==> src/verilog/pdc_pkg.sv <==
package pdc_pkg;

  // register indices and byte addresses (byte address is four times the index)
  localparam logic [7:0] PIN_CFG_IDX = 8'ha4;
  localparam logic [7:0] DEV_CFG_IDX = 8'ha6;
  localparam logic [7:0] STATUS_IDX = 8'hb0;
  localparam logic [11:0] PIN_CFG_ADDR = {2'h0, PIN_CFG_IDX, 2'h0};
  localparam logic [11:0] DEV_CFG_ADDR = {2'h0, DEV_CFG_IDX, 2'h0};
  localparam logic [11:0] STATUS_ADDR = {2'h0, STATUS_IDX, 2'h0};

  // reset values and writable masks
  localparam logic [31:0] PIN_CFG_RST = 32'h0000_0000;
  localparam logic [31:0] DEV_CFG_RST = 32'h0000_0000;
  localparam logic [31:0] PIN_CFG_MASK = 32'h0800_07cf;
  localparam logic [31:0] DEV_CFG_MASK = 32'h3ff0_001f;
  // default serial target address, value is arbitrary
  localparam logic [6:0] TARGET_ADDR_RST = 7'h2a;

  // pin configuration field positions
  localparam int PIN_FILT_BYP_BIT = 27;
  localparam int PIN_IDLE_LSB = 9;
  localparam int PIN_FAULT_LSB = 7;
  localparam int PIN_ALARM_BIT = 6;
  localparam int PIN_BRAKE_LSB = 2;
  localparam int PIN_SPEED_LSB = 0;

  // device configuration field positions
  localparam int DEV_ROUTE_LSB = 28;
  localparam int DEV_DAC_EN_BIT = 27;
  localparam int DEV_ADDR_LSB = 20;
  localparam int DEV_DRIVE_LSB = 3;
  localparam int DEV_PULLUP_BIT = 2;
  localparam int DEV_RANGE_LSB = 0;

  // supply filter weight shift
  localparam int FILT_SHIFT = 2;

  // dc link range code that must not be stored
  localparam logic [1:0] RANGE_RESERVED = 2'h3;

  typedef enum logic [1:0] {
    SPD_ANALOG = 2'b00,
    SPD_PWM = 2'b01,
    SPD_DIGITAL = 2'b10,
    SPD_FREQ = 2'b11
  } pdc_speed_src_type;

  typedef enum logic [1:0] {
    FB_FOLLOW = 2'b00,
    FB_HIGH = 2'b01,
    FB_LOW = 2'b10,
    FB_HIGH_ALT = 2'b11
  } pdc_fb_mode_type;

  typedef enum logic [1:0] {
    BRK_PIN = 2'b00,
    BRK_LOW_SIDE = 2'b01,
    BRK_NONE = 2'b10,
    BRK_PIN_ALT = 2'b11
  } pdc_brake_mode_type;

  typedef enum logic {
    BUS_IDLE = 1'b0,
    BUS_ACK = 1'b1
  } pdc_bus_state_type;

  typedef struct packed {
    logic [15:0] analog_level;
    logic [15:0] pwm_duty;
    logic [15:0] digital_cmd;
    logic [15:0] pin_freq;
  } pdc_speed_in_type;

  typedef struct packed {
    logic alarm_en;
    logic monitor_output_en;
    logic pullup_en;
    logic [1:0] serial_drive;
    logic [1:0] dc_link_range;
  } pdc_pad_ctrl_type;

endpackage

==> src/verilog/pdc_addr_match.sv <==
`timescale 1ns/100ps
module pdc_addr_match (
  input wire logic clk_sys,
  input wire logic sys_rst,
  input wire logic clk_en,
  input wire logic [6:0] target_addr,
  input wire logic [6:0] rx_addr,
  input wire logic rx_addr_valid,
  output logic addr_hit
);

  logic next_addr_hit;

  // compare against the live target address field
  always_comb begin
    next_addr_hit = rx_addr_valid && (rx_addr == target_addr);
  end

  always_ff @(posedge clk_sys) begin
    if (sys_rst) begin
      addr_hit <= 1'b0;
    end else if (clk_en) begin
      addr_hit <= next_addr_hit;
    end
  end
endmodule

==> src/verilog/pdc_regs.sv <==
// Decided for this implementation: the Avalon-MM interface to the registers.
`timescale 1ns/100ps
module pdc_regs (
  input wire logic clk_sys,
  input wire logic sys_rst,
  input wire logic clk_en,
  input wire logic [11:0] avs_address,
  input wire logic avs_read,
  input wire logic avs_write,
  input wire logic [31:0] avs_writedata,
  input wire logic [3:0] avs_byteenable,
  output logic [31:0] avs_readdata,
  output logic avs_waitrequest,
  input wire logic [11:0] vdc_raw,
  output logic [11:0] vdc_meas,
  input wire logic motor_idle,
  input wire logic fault_active,
  input wire logic feedback_pulse,
  output logic rotation_feedback_pin,
  input wire logic brake_pin,
  output logic brake_apply,
  input wire pdc_pkg::pdc_speed_in_type speed_in,
  output logic [15:0] speed_ref,
  input wire logic [11:0] second_monitor_output,
  input wire logic [11:0] sense_out_phase_a,
  input wire logic [11:0] sense_out_phase_b,
  input wire logic [11:0] sense_out_phase_c,
  output logic [11:0] monitor_pin_route,
  output pdc_pkg::pdc_pad_ctrl_type pad_ctrl,
  input wire logic [6:0] serial_rx_addr,
  input wire logic serial_rx_addr_valid,
  output logic serial_addr_hit
);

  // register file state
  pdc_pkg::pdc_bus_state_type bus_state;
  pdc_pkg::pdc_bus_state_type next_bus_state;
  logic [31:0] pin_function_config;
  logic [31:0] device_setup_primary;
  logic [31:0] next_pin_function_config;
  logic [31:0] next_device_setup_primary;
  logic [31:0] next_avs_readdata;
  logic range_reject;
  logic next_range_reject;
  logic wr_accept;
  logic [31:0] be_mask;
  logic [31:0] wr_pin;
  logic [31:0] wr_dev;
  logic [31:0] status_word;

  // datapath state
  logic [11:0] next_vdc_meas;
  logic [13:0] filt_sum;
  logic last_drive_level;
  logic next_last_drive_level;
  logic next_rotation_feedback_pin;
  logic next_brake_apply;
  logic [15:0] next_speed_ref;
  logic [11:0] next_monitor_pin_route;

  // decoded fields
  pdc_pkg::pdc_fb_mode_type idle_mode;
  pdc_pkg::pdc_fb_mode_type fault_mode;
  pdc_pkg::pdc_brake_mode_type brake_mode;
  pdc_pkg::pdc_speed_src_type speed_src;
  logic [1:0] route_sel;
  logic filt_bypass;

  function automatic logic [1:0] field2(input logic [31:0] word, input int lsb);
    field2 = word[lsb +: 2];
  endfunction

  function automatic logic [31:0] merge(input logic [31:0] old, input logic [31:0] wdata,
                                        input logic [31:0] bmask, input logic [31:0] wmask);
    merge = ((old & ~(bmask & wmask)) | (wdata & bmask & wmask)) & wmask;
  endfunction

  always_comb begin
    filt_bypass = pin_function_config[pdc_pkg::PIN_FILT_BYP_BIT];
    idle_mode = pdc_pkg::pdc_fb_mode_type'(field2(pin_function_config, pdc_pkg::PIN_IDLE_LSB));
    fault_mode = pdc_pkg::pdc_fb_mode_type'(field2(pin_function_config, pdc_pkg::PIN_FAULT_LSB));
    brake_mode = pdc_pkg::pdc_brake_mode_type'(field2(pin_function_config, pdc_pkg::PIN_BRAKE_LSB));
    speed_src = pdc_pkg::pdc_speed_src_type'(field2(pin_function_config, pdc_pkg::PIN_SPEED_LSB));
    route_sel = field2(device_setup_primary, pdc_pkg::DEV_ROUTE_LSB);
  end

  // avalon slave: one wait state, then answer
  always_comb begin
    avs_waitrequest = (avs_read || avs_write) && (bus_state == pdc_pkg::BUS_IDLE || !clk_en);
    wr_accept = avs_write && !avs_waitrequest && clk_en;
  end

  always_comb begin
    next_bus_state = bus_state;
    case (bus_state)
      pdc_pkg::BUS_IDLE: begin
        if (avs_read || avs_write) begin
          next_bus_state = pdc_pkg::BUS_ACK;
        end
      end
      pdc_pkg::BUS_ACK: begin
        next_bus_state = pdc_pkg::BUS_IDLE;
      end
      default: begin
        next_bus_state = pdc_pkg::BUS_IDLE;
      end
    endcase
  end

  always_comb begin
    status_word = 32'h0000_0000;
    status_word[0] = rotation_feedback_pin;
    status_word[1] = brake_apply;
    status_word[2] = last_drive_level;
    status_word[3] = range_reject;
    status_word[4] = serial_addr_hit;
  end

  // read data, unmapped addresses read zero
  always_comb begin
    next_avs_readdata = avs_readdata;
    if (avs_read && bus_state == pdc_pkg::BUS_IDLE) begin
      if (avs_address == pdc_pkg::PIN_CFG_ADDR) begin
        next_avs_readdata = pin_function_config & pdc_pkg::PIN_CFG_MASK;
      end else if (avs_address == pdc_pkg::DEV_CFG_ADDR) begin
        next_avs_readdata = device_setup_primary & pdc_pkg::DEV_CFG_MASK;
      end else if (avs_address == pdc_pkg::STATUS_ADDR) begin
        next_avs_readdata = status_word;
      end else begin
        next_avs_readdata = 32'h0000_0000;
      end
    end
  end

  genvar gi;
  generate
    for (gi = 0; gi < 4; gi++) begin : g_be
      assign be_mask[gi*8 +: 8] = {8{avs_byteenable[gi]}};
    end
  endgenerate

  // register writes with byte enables
  always_comb begin
    wr_pin = merge(pin_function_config, avs_writedata, be_mask, pdc_pkg::PIN_CFG_MASK);
    wr_dev = merge(device_setup_primary, avs_writedata, be_mask, pdc_pkg::DEV_CFG_MASK);
    next_pin_function_config = pin_function_config;
    next_device_setup_primary = device_setup_primary;
    next_range_reject = range_reject;
    if (wr_accept) begin
      if (avs_address == pdc_pkg::PIN_CFG_ADDR) begin
        next_pin_function_config = wr_pin;
      end else if (avs_address == pdc_pkg::DEV_CFG_ADDR) begin
        next_device_setup_primary = wr_dev;
        next_range_reject = 1'b0;
        if (field2(wr_dev, pdc_pkg::DEV_RANGE_LSB) == pdc_pkg::RANGE_RESERVED) begin
          next_device_setup_primary[pdc_pkg::DEV_RANGE_LSB +: 2] =
            device_setup_primary[pdc_pkg::DEV_RANGE_LSB +: 2];
          next_range_reject = 1'b1;
        end
      end
    end
  end

  always_ff @(posedge clk_sys) begin
    if (sys_rst) begin
      bus_state <= pdc_pkg::BUS_IDLE;
      avs_readdata <= 32'h0000_0000;
      pin_function_config <= pdc_pkg::PIN_CFG_RST;
      device_setup_primary <= pdc_pkg::DEV_CFG_RST | {5'h00, pdc_pkg::TARGET_ADDR_RST, 20'h00000};
      range_reject <= 1'b0;
    end else if (clk_en) begin
      bus_state <= next_bus_state;
      avs_readdata <= next_avs_readdata;
      pin_function_config <= next_pin_function_config;
      device_setup_primary <= next_device_setup_primary;
      range_reject <= next_range_reject;
    end
  end

  // supply filter: three quarters old plus one quarter new
  always_comb begin
    filt_sum = 14'({2'h0, vdc_meas} * 14'h3 + {2'h0, vdc_raw});
    if (filt_bypass) begin
      next_vdc_meas = vdc_raw;
    end else begin
      next_vdc_meas = filt_sum[pdc_pkg::FILT_SHIFT +: 12];
    end
  end

  // feedback pin: fault takes priority over idle
  always_comb begin
    next_last_drive_level = last_drive_level;
    next_rotation_feedback_pin = feedback_pulse;
    if (!fault_active && !motor_idle) begin
      next_last_drive_level = feedback_pulse;
    end
    if (fault_active) begin
      case (fault_mode)
        pdc_pkg::FB_FOLLOW: next_rotation_feedback_pin = last_drive_level;
        pdc_pkg::FB_HIGH: next_rotation_feedback_pin = 1'b1;
        pdc_pkg::FB_LOW: next_rotation_feedback_pin = 1'b0;
        default: next_rotation_feedback_pin = last_drive_level;
      endcase
    end else if (motor_idle) begin
      case (idle_mode)
        pdc_pkg::FB_FOLLOW: next_rotation_feedback_pin = feedback_pulse;
        pdc_pkg::FB_LOW: next_rotation_feedback_pin = 1'b0;
        default: next_rotation_feedback_pin = 1'b1;
      endcase
    end
  end

  // brake command selection
  always_comb begin
    case (brake_mode)
      pdc_pkg::BRK_LOW_SIDE: next_brake_apply = 1'b1;
      pdc_pkg::BRK_NONE: next_brake_apply = 1'b0;
      default: next_brake_apply = brake_pin;
    endcase
  end

  // speed reference source
  always_comb begin
    case (speed_src)
      pdc_pkg::SPD_ANALOG: next_speed_ref = speed_in.analog_level;
      pdc_pkg::SPD_PWM: next_speed_ref = speed_in.pwm_duty;
      pdc_pkg::SPD_DIGITAL: next_speed_ref = speed_in.digital_cmd;
      default: next_speed_ref = speed_in.pin_freq;
    endcase
  end

  // shared monitor pin route
  always_comb begin
    case (route_sel)
      2'h0: next_monitor_pin_route = second_monitor_output;
      2'h1: next_monitor_pin_route = sense_out_phase_a;
      2'h2: next_monitor_pin_route = sense_out_phase_b;
      default: next_monitor_pin_route = sense_out_phase_c;
    endcase
  end

  always_ff @(posedge clk_sys) begin
    if (sys_rst) begin
      vdc_meas <= 12'h000;
      last_drive_level <= 1'b0;
      rotation_feedback_pin <= 1'b0;
      brake_apply <= 1'b0;
      speed_ref <= 16'h0000;
      monitor_pin_route <= 12'h000;
    end else if (clk_en) begin
      vdc_meas <= next_vdc_meas;
      last_drive_level <= next_last_drive_level;
      rotation_feedback_pin <= next_rotation_feedback_pin;
      brake_apply <= next_brake_apply;
      speed_ref <= next_speed_ref;
      monitor_pin_route <= next_monitor_pin_route;
    end
  end

  // pad and enable controls straight from register bits
  always_comb begin
    pad_ctrl.alarm_en = pin_function_config[pdc_pkg::PIN_ALARM_BIT];
    pad_ctrl.monitor_output_en = device_setup_primary[pdc_pkg::DEV_DAC_EN_BIT];
    pad_ctrl.pullup_en = device_setup_primary[pdc_pkg::DEV_PULLUP_BIT];
    pad_ctrl.serial_drive = field2(device_setup_primary, pdc_pkg::DEV_DRIVE_LSB);
    pad_ctrl.dc_link_range = field2(device_setup_primary, pdc_pkg::DEV_RANGE_LSB);
  end

  pdc_addr_match u_addr_match (
    .clk_sys(clk_sys),
    .sys_rst(sys_rst),
    .clk_en(clk_en),
    .target_addr(device_setup_primary[pdc_pkg::DEV_ADDR_LSB +: 7]),
    .rx_addr(serial_rx_addr),
    .rx_addr_valid(serial_rx_addr_valid),
    .addr_hit(serial_addr_hit)
  );
endmodule
==> config.mk <==
export PLATFORM = sky130hd
export DESIGN_NAME = pdc_regs
export DESIGN_NICKNAME = d
export VERILOG_FILES = /design/src/verilog/pdc_pkg.sv /design/src/verilog/pdc_addr_match.sv /design/src/verilog/pdc_regs.sv
export SDC_FILE = /design/constraint.sdc
export NUM_CORES = 1
export LEC_CHECK = 0
export BUFFER_PORTS_ARGS = -buffer_cell sky130_fd_sc_hd__buf_2
export CAP_MARGIN = 20
export CORE_MARGIN = 1
export CORE_UTILIZATION = 43
export CTS_BUF_LIST = sky130_fd_sc_hd__clkbuf_8
export DETAILED_ROUTE_END_ITERATION = 10
export PLACE_DENSITY = 0.8
export SETUP_SLACK_MARGIN = 0.05
export SYNTH_ARGS = -nofsm -noshare
export SYNTH_HDL_FRONTEND = slang
export SYNTH_HIERARCHICAL = 1
export SYNTH_SLANG_ARGS = --single-unit
export TNS_END_PERCENT = 1
==> constraint.sdc <==
create_clock -name clk_sys -period 2.1 [get_ports clk_sys]
set_input_delay 0.21 -clock clk_sys [delete_from_list [all_inputs] [get_ports clk_sys]]
set_output_delay 0.21 -clock clk_sys [all_outputs]
set_load 0.01 [all_outputs]
## After elaboration in Yosys (flattened, before gate mapping)

Index checks and enable logic that the tools add are counted.

- $add $sub $neg: 1
- $mul: 1
- Eq/ne operators: 14
- Mux-type cells: 14
- Bitwise operators: 10
- Reduce and logical (&&, ||, !) cells: 20

Operators by type and width:

| kind | count |
|---|---|
| $and A30 B30 Y30 | 2 |
| $mux W30 | 2 |
| $pmux W16 S3 | 1 |
| $eq A12 B10 Y1 const B | 3 |
| $pmux W12 S3 | 1 |
| $not A30 Y30 | 1 |
| $or A30 B30 Y30 | 1 |
| $and A28 B28 Y28 | 1 |
| $not A28 Y28 | 1 |
| $or A28 B28 Y28 | 1 |
| $add A14 B12 Y14 | 1 |
| $mul A12 B2 Y14 const B | 1 |
| $eq A2 B2 Y1 const B | 6 |
| $mux W12 | 1 |
| $eq A2 B1 Y1 const B | 4 |
| $pmux W1 S2 | 4 |
| $eq A7 B7 Y1 | 1 |
| $logic_and A1 B1 Y1 | 6 |
| $logic_not A2 Y1 | 3 |
| $mux W5 | 1 |
| $reduce_and A5 Y1 | 1 |
| $logic_not A1 Y1 | 4 |
| $mux W1 | 4 |
| $reduce_and A2 Y1 | 2 |
| other kinds (4) | 7 |

- Register bits after elaboration: 103
- Input bits: 189
- Output and inout port bits: 83
- Logic and storage cells: 73

## Depth between registers and ports, before layout

Gate-level depths: netlist of the first run.

- Word-level depth: 7
- Mapped depth: 9
- Gate-level depth less buffers: 9

## By module

Netlist of the first run, hierarchy kept.

By module, submodules not included:

| module | instances | cells each | area each (um^2) | seq. area each (um^2) |
|---|---|---|---|---|
| pdc_regs | 1 | 524 | 5,084.9 | 1,801.7 |
| pdc_addr_match | 1 | 13 | 111.4 | 20.0 |

## Worst setup path before layout of the first run

OpenSTA, ideal clock, no wires.

- Path type: reg-to-reg
- Start: register vdc_meas[2]
- End: register vdc_meas[10]
- Library setup time: 0.133 ns
- Data arrival time: 2.237 ns
- Data required time: 1.967 ns
- Path slack: -0.271 ns
- Cell stages (with the launch flop): 9
- Buffers on the path: 0
- Clock period less this slack: 2.371 ns
- Cells stage by stage: dfxtp_1 -> fa_1 -> ha_1 -> a41o_1 -> nor2_1 -> o221ai_1 -> o221ai_1 -> mux2i_1 -> nor4_1

- Longest elaborated chain between the ends: 3

Ends and longest elaborated chain:

| element | line | RTL |
|---|---|---|
| from (decl) | pdc_regs.sv:15 | `output logic [11:0] vdc_meas,` |
| from (signal assigned) | pdc_regs.sv:251 | `vdc_meas <= next_vdc_meas;` |
| $mul A12 B2 Y14 | pdc_regs.sv:182 | `filt_sum = 14'({2'h0, vdc_meas} * 14'h3 + {2'h0, vdc_raw});` |
| $add A14 B12 Y14 | pdc_regs.sv:182 |  |
| $mux W12 | pdc_regs.sv:183 | `if (filt_bypass) begin` |

Every way passes these cells.
A chain may end at the register's enable or synchronous reset.

## Final worst setup path of the first run

- Start: register vdc_meas[0]
- End: register vdc_meas[11]

The elaborated chain is that of the path after synthesis.

==> flow_metrics.env, run 1 <==
export IMPL_ant_nets=0
export IMPL_maxCapViolCount=0
export IMPL_cp_start_kind="flop"
export IMPL_grt_pass1_vias=5004
export IMPL_num_fill_cells=1023
export IMPL_pre_cts_slack_ns=-0.372
export IMPL_crit_type="flop to flop"
export IMPL_critPathMaxFanout=2
export IMPL_min_delay_path_class="input pin to flop"
export IMPL_fin_ws_ns=-0.322
export IMPL_fmaxAchievable_mhz=413
export IMPL_clock_sinks=91
export IMPL_h_tree_depth=3
export IMPL_hold_viol=0
export IMPL_reg2reg_setup_slack_ns=-0.32
export IMPL_wl_per_cell_um=16.8
export IMPL_synth_xor_area_share=0.0270
export IMPL_synthMuxAreaShare=0.218
export IMPL_yosysMostFrequentCell="dfxtp_1"
export IMPL_tritoncts="yes"
export IMPL_synth_top_family_by_area="multiplexers"
export IMPL_synthFlopType="dfxtp_1"
export IMPL_synth_area_leaders="dfxtp_1, mux4_2, mux2i_1, a21oi_1, fa_1"
export IMPL_grt_use_total=0.252
export IMPL_async_reset_ff_frac=0
export IMPL_vias=5059
export IMPL_synth_top_cell_by_area="dfxtp_1"
export IMPL_yosys_warnings=6
export IMPL_grt_pass1_wl_um=24700
export IMPL_period_minus_slack_ns=2.42
export IMPL_route_detailed_drc=20
export IMPL_syn_instance_count=537
export IMPL_synth_edff_count=0
export IMPL_fp_dieW_um=112
export IMPL_status="complete, but fails checks"
export IMPL_die_h_um=112
export IMPL_violations="DRC, setup timing"
export IMPL_maxSlewViolCount=0
export IMPL_start_util=0.447
export IMPL_nets=1003
export IMPL_ys_seq_area_frac=0.351
export IMPL_worst_slew_pin_slew_ns=0.703
export IMPL_synth_compound_area_share=0.110
export IMPL_antenna_cells=0
export IMPL_slew_headroom=0.531
export IMPL_cts_root_buf="clkbuf_8"
export IMPL_synthTopCellsByCount="dfxtp_1, nor2_1, a21oi_1, mux2i_1, nand2_1"
export IMPL_skew_ns=0.00776
export IMPL_synthDistinctLibCells=49
export IMPL_power_density_mw_per_mm2=864
export IMPL_worst_setup_path_end_kind="flop"
export IMPL_avgSynthCellArea_um2=9.68
export IMPL_dp_hpwl_um=12300
export IMPL_synth_top_area_frac=0.351
export IMPL_port_buffers=247
export IMPL_drt_iter0_drc=243
export IMPL_vdd_drop_max_mv=0.581
export IMPL_drt_pass1_iterations=7
export IMPL_p_leak_nw=3.27
export IMPL_fin_util=0.598
export IMPL_cts_buffers=9
export IMPL_grt_overflow_total=0
export IMPL_core_area_mm2=0.0116
export IMPL_setup_viol=11
export IMPL_area_growth_pct=33.7
export IMPL_grt_max_degree=46
export IMPL_fin_crit_sh=1.15
export IMPL_synth_simple_area_share=0.151
export IMPL_routed_wl_um=15700
export IMPL_viasPerCell=5.40
export IMPL_ys_ff_latch=91
export IMPL_path_clk_slew_ns=0.10
export IMPL_ios=272
export IMPL_grt_setup_unrepaired="yes"
export IMPL_row_count=39
export IMPL_place_congestion=0.853
export IMPL_synth_cell_area_mm2=0.00520
export IMPL_synth_adder_area_share=0.0775
export IMPL_cp_required_ns=2.42
export IMPL_clk_latency_ns=0.37
export IMPL_dieArea_mm2=0.0125
export IMPL_ctsLongestPathBuffers=2
export IMPL_grt_antenna_before_repair=0
export IMPL_crit_arrival_ns=2.74
export IMPL_cts_hold_buf=0
export IMPL_drive_above_1_share=0.447
area by class of cell:
cell class | count | area [um^2] | share of cell area
clock buffers | 9 | 124 | 0.0178
repair buffers | 288 | 1580 | 0.228
multi-input cells | 394 | 3130 | 0.451
inverters | 5 | 18.8 | 0.00270
flip-flops and latches | 91 | 1840 | 0.264
well taps | 143 | 179 | 0.0257
clock inverters | 7 | 76.3 | 0.0110
final timing paths:
check                                        from  cells after the start               end
worst max register to register        vdc_meas[0]                      9      vdc_meas[11]
worst max-delay path                  vdc_meas[0]                      9      vdc_meas[11]
worst min register to register   avs_readdata[25]                      2  avs_readdata[25]
worst min-delay path            avs_writedata[21]                      3              flop
what timing repair did:
action,in CTS,in global routing
gates resized for setup,8,7
pin swaps,13,6
gates cloned,0,0
setup buffers,2,1
endpoints found under the setup margin,11,11
placed cells by master (no fill, tap or decap), types with 3 or more instances in the layout:
cell type and instances:
fa_1 10, xor2_1 7, ha_1 13, mux4_2 28, a211oi_1 6, o21ai_0 7, xnor2_1 8, mux2i_1 49
nor3_1 3, dfxtp_1 85, a21oi_1 47, a21o_1 4, nor2_1 56, and3_1 5, inv_1 5, o21ai_1 4
dfxtp_2 3, buf_12 3, buf_2 247, nand2b_1 3, clkbuf_8 9, o22ai_1 3, dfxtp_4 3, nand4_1 6
nand3_1 33, buf_4 38, o211ai_1 3, nand2_1 46, conb_1 12, a221oi_1 6
layer usage:
metal  vias to the layer above  track usage  routed length [um]
met1                      2370        0.288                6110
met4                         0        0.121                 538
li1                       2417            -                   -
met5                         -            0                   0
met2                       230        0.443                7910
met3                        42       0.0593                1160
power breakdown:
part           internal [mW]  total [mW]  switching (mW)
Clock                  0.558        1.22           0.662
Combinational           1.43        2.79            1.36
Sequential              1.87        2.00           0.129
kinds of logic (layout without fill, tap and decap cells):
family,count (synthesis),count (layout)
AO/OA/AOI/OAI,94,94
XOR/XNOR,16,16
adder cells (fa/ha/maj),25,25
buffers and inverters,63,309
flip-flops,91,91
multiplexers,78,78
other,1,12
AND/OR/NAND/NOR,169,169
through the flow:
step	total power, mW	cell area, um^2	std cells	hold slack (ns)	TNS, ns
final	6.01	6950	937	0.0604	-2.20
after global routing	6.44	6950	937	0.0609	-3.44
after CTS	5.96	6930	936	0.0488	-2.10
after detailed placement	4.62	6690	918	0.444	-2.60
after global placement	4.53	6690	918	0.438	-1.81
after floorplan	3.67	5270	548	0.279	-0.750
worst max-delay path, cell delays in order, from the launching register on:
cell,delay [ns]
dfxtp_4,0.35
fa_1,0.54
and3_4,0.19
fa_2,0.19
a21o_1,0.14
nand4_1,0.17
a21oi_2,0.27
o21ai_2,0.08
a2111oi_2,0.31
a31o_2,0.15
No activity file was read; power rests on OpenSTA's default activity.
==> inputs of run 2 (changes only) <==
Settings changed: CORE_ASPECT_RATIO from default to 1.4, RECOVER_POWER from default to 50.
==> flow_metrics.env, run 2 (synthesized netlist as in run 1, its figures left out) <==
export IMPL_status="complete, but fails checks"
export IMPL_violations="setup timing"
export IMPL_tritoncts="yes"
export IMPL_grt_pass1_wl_um=23600
export IMPL_nets=1001
export IMPL_wl_per_cell_um=16.5
export IMPL_area_growth_pct=32.5
export IMPL_reg2reg_setup_slack_ns=-0.31
export IMPL_vdd_drop_max_mv=0.509
export IMPL_grt_max_degree=52
export IMPL_vias=5017
export IMPL_clock_sinks=91
export IMPL_dieArea_mm2=0.0125
export IMPL_grt_antenna_before_repair=0
export IMPL_cp_start_kind="flop"
export IMPL_final_cell_mix="buf_2, dfxtp_1, clkbuf_1"
export IMPL_power_density_mw_per_mm2=875
export IMPL_p_leak_nw=3.01
export IMPL_cts_hold_buf=0
export IMPL_maxCapViolCount=0
export IMPL_antenna_cells=0
export IMPL_routed_wl_um=15500
export IMPL_grt_pass1_vias=4917
export IMPL_grt_use_total=0.242
export IMPL_hold_viol=0
export IMPL_die_h_um=132
export IMPL_regToRegEndpoint="vdc_meas[9]"
export IMPL_viasPerCell=5.35
export IMPL_period_minus_slack_ns=2.41
export IMPL_post_dp_cell_area_mm2=0.00668
export IMPL_cts_buffers=9
export IMPL_slew_headroom=0.653
export IMPL_fin_crit_sh=1.15
export IMPL_min_delay_path_class="input pin to flop"
export IMPL_crit_arrival_ns=2.69
export IMPL_h_tree_depth=3
export IMPL_dp_hpwl_um=12300
export IMPL_r2r_start="vdc_meas[0]"
export IMPL_critPathMaxFanout=2
export IMPL_drt_pass1_iterations=4
export IMPL_ctsLongestPathBuffers=2
export IMPL_tns_ns=-1.83
export IMPL_hold_depth=3
export IMPL_grt_overflow_total=0
export IMPL_row_count=47
export IMPL_crit_type="flop to flop"
export IMPL_fmaxAchievable_mhz=414
export IMPL_fin_ws_ns=-0.313
export IMPL_path_clk_slew_ns=0.09
export IMPL_total_power_mw=6.02
export IMPL_fp_dieW_um=94.9
export IMPL_route_detailed_drc=0
export IMPL_drt_iter0_drc=186
export IMPL_grt_setup_unrepaired="yes"
export IMPL_place_congestion=0.838
export IMPL_port_buffers=247
export IMPL_final_cell_area_mm2=0.00688
export IMPL_cts_root_buf="clkbuf_8"
export IMPL_start_util=0.440
export IMPL_worst_setup_path_end_kind="flop"
export IMPL_drive_above_1_share=0.372
export IMPL_holdCritStartpoint="avs_writedata[7]"
export IMPL_ant_nets=0
export IMPL_rr_worst_depth=9
export IMPL_layout_commonest_cell="buf_2"
export IMPL_maxSlewViolCount=0
export IMPL_setup_viol=10
export IMPL_ios=272
export IMPL_core_area_mm2=0.0118
export IMPL_cp_required_ns=2.38
export IMPL_clk_latency_ns=0.36
export IMPL_worst_slew_pin_slew_ns=0.520
export IMPL_pre_cts_slack_ns=-0.299
export IMPL_skew_ns=0.0123
[run 2: cell count changes in the layout (fill, tap and decap cells not counted), moves of 2 or more]
cell / before / now
clkbuf_1: 0 / 63
o21ai_1: 4 / 1
a211oi_2: 0 / 2
buf_2: 247 / 187
o21ai_0: 7 / 10
clkbuf_4: 0 / 2
buf_4: 38 / 31
ha_1: 13 / 11
a211oi_1: 6 / 4
[run 2: how the worst max path moves through the flow]
stage	start	endpoint	slack, ns	cells after the start
floorplan	vdc_meas[0]	vdc_meas[5]	-0.14	9
CTS	vdc_meas[0]	vdc_meas[11]	-0.28	9
global route	vdc_meas[0]	vdc_meas[5]	-0.37	9
finish	vdc_meas[0]	vdc_meas[9]	-0.31	9
detailed placement	vdc_raw[1]	vdc_meas[11]	-0.30	10
global placement	vdc_raw[1]	vdc_meas[11]	-0.27	10
[run 2: power by group]
group	switching (mW)	leakage, nW	internal, mW
Combinational	1.39	2.18	1.45
Sequential	0.131	0.746	1.87
Clock	0.638	0.0931	0.546
Total	2.16	3.01	3.86
[run 2: area by class of cell]
type                            instances  area, um^2
Tap cell                              147         184
Clock inverter                          6        66.3
Fill cell                            1113        4940
Timing Repair Buffer                  286        1480
Multi-Input combinational cell        394        3170
Clock buffer                            9         124
Sequential cell                        91        1840
Inverter                                5        18.8
[run 2: per-layer routing]
metal  share of wire  track usage
met1            0.39        0.279
met4           0.011       0.0749
met3           0.060       0.0456
met5               0            0
met2            0.54        0.442
[run 2: repair_timing]
item | CTS | global route
setup buffers | 2 | 0
pin swaps | 10 | 13
resized for setup | 6 | 13
endpoints found under the setup margin | 10 | 11
[run 2: metrics by stage]
step	hold slack, ns	utilization	std cells
after detailed placement	0.442	0.565	921
after global routing	0.0794	0.582	938
after floorplan	0.279	-	548
after global placement	0.436	0.565	921
final	0.0885	0.582	938
after CTS	0.0688	0.585	938
[run 2: critical path: stages (launching register included)]
cell      delay [ns]
dfxtp_4         0.36
fa_1            0.50
and3_4          0.18
fa_2            0.38
a21o_1          0.17
nand4_1         0.12
a21oi_2         0.09
nor2_1          0.16
xor2_1          0.11
a211oi_2        0.25
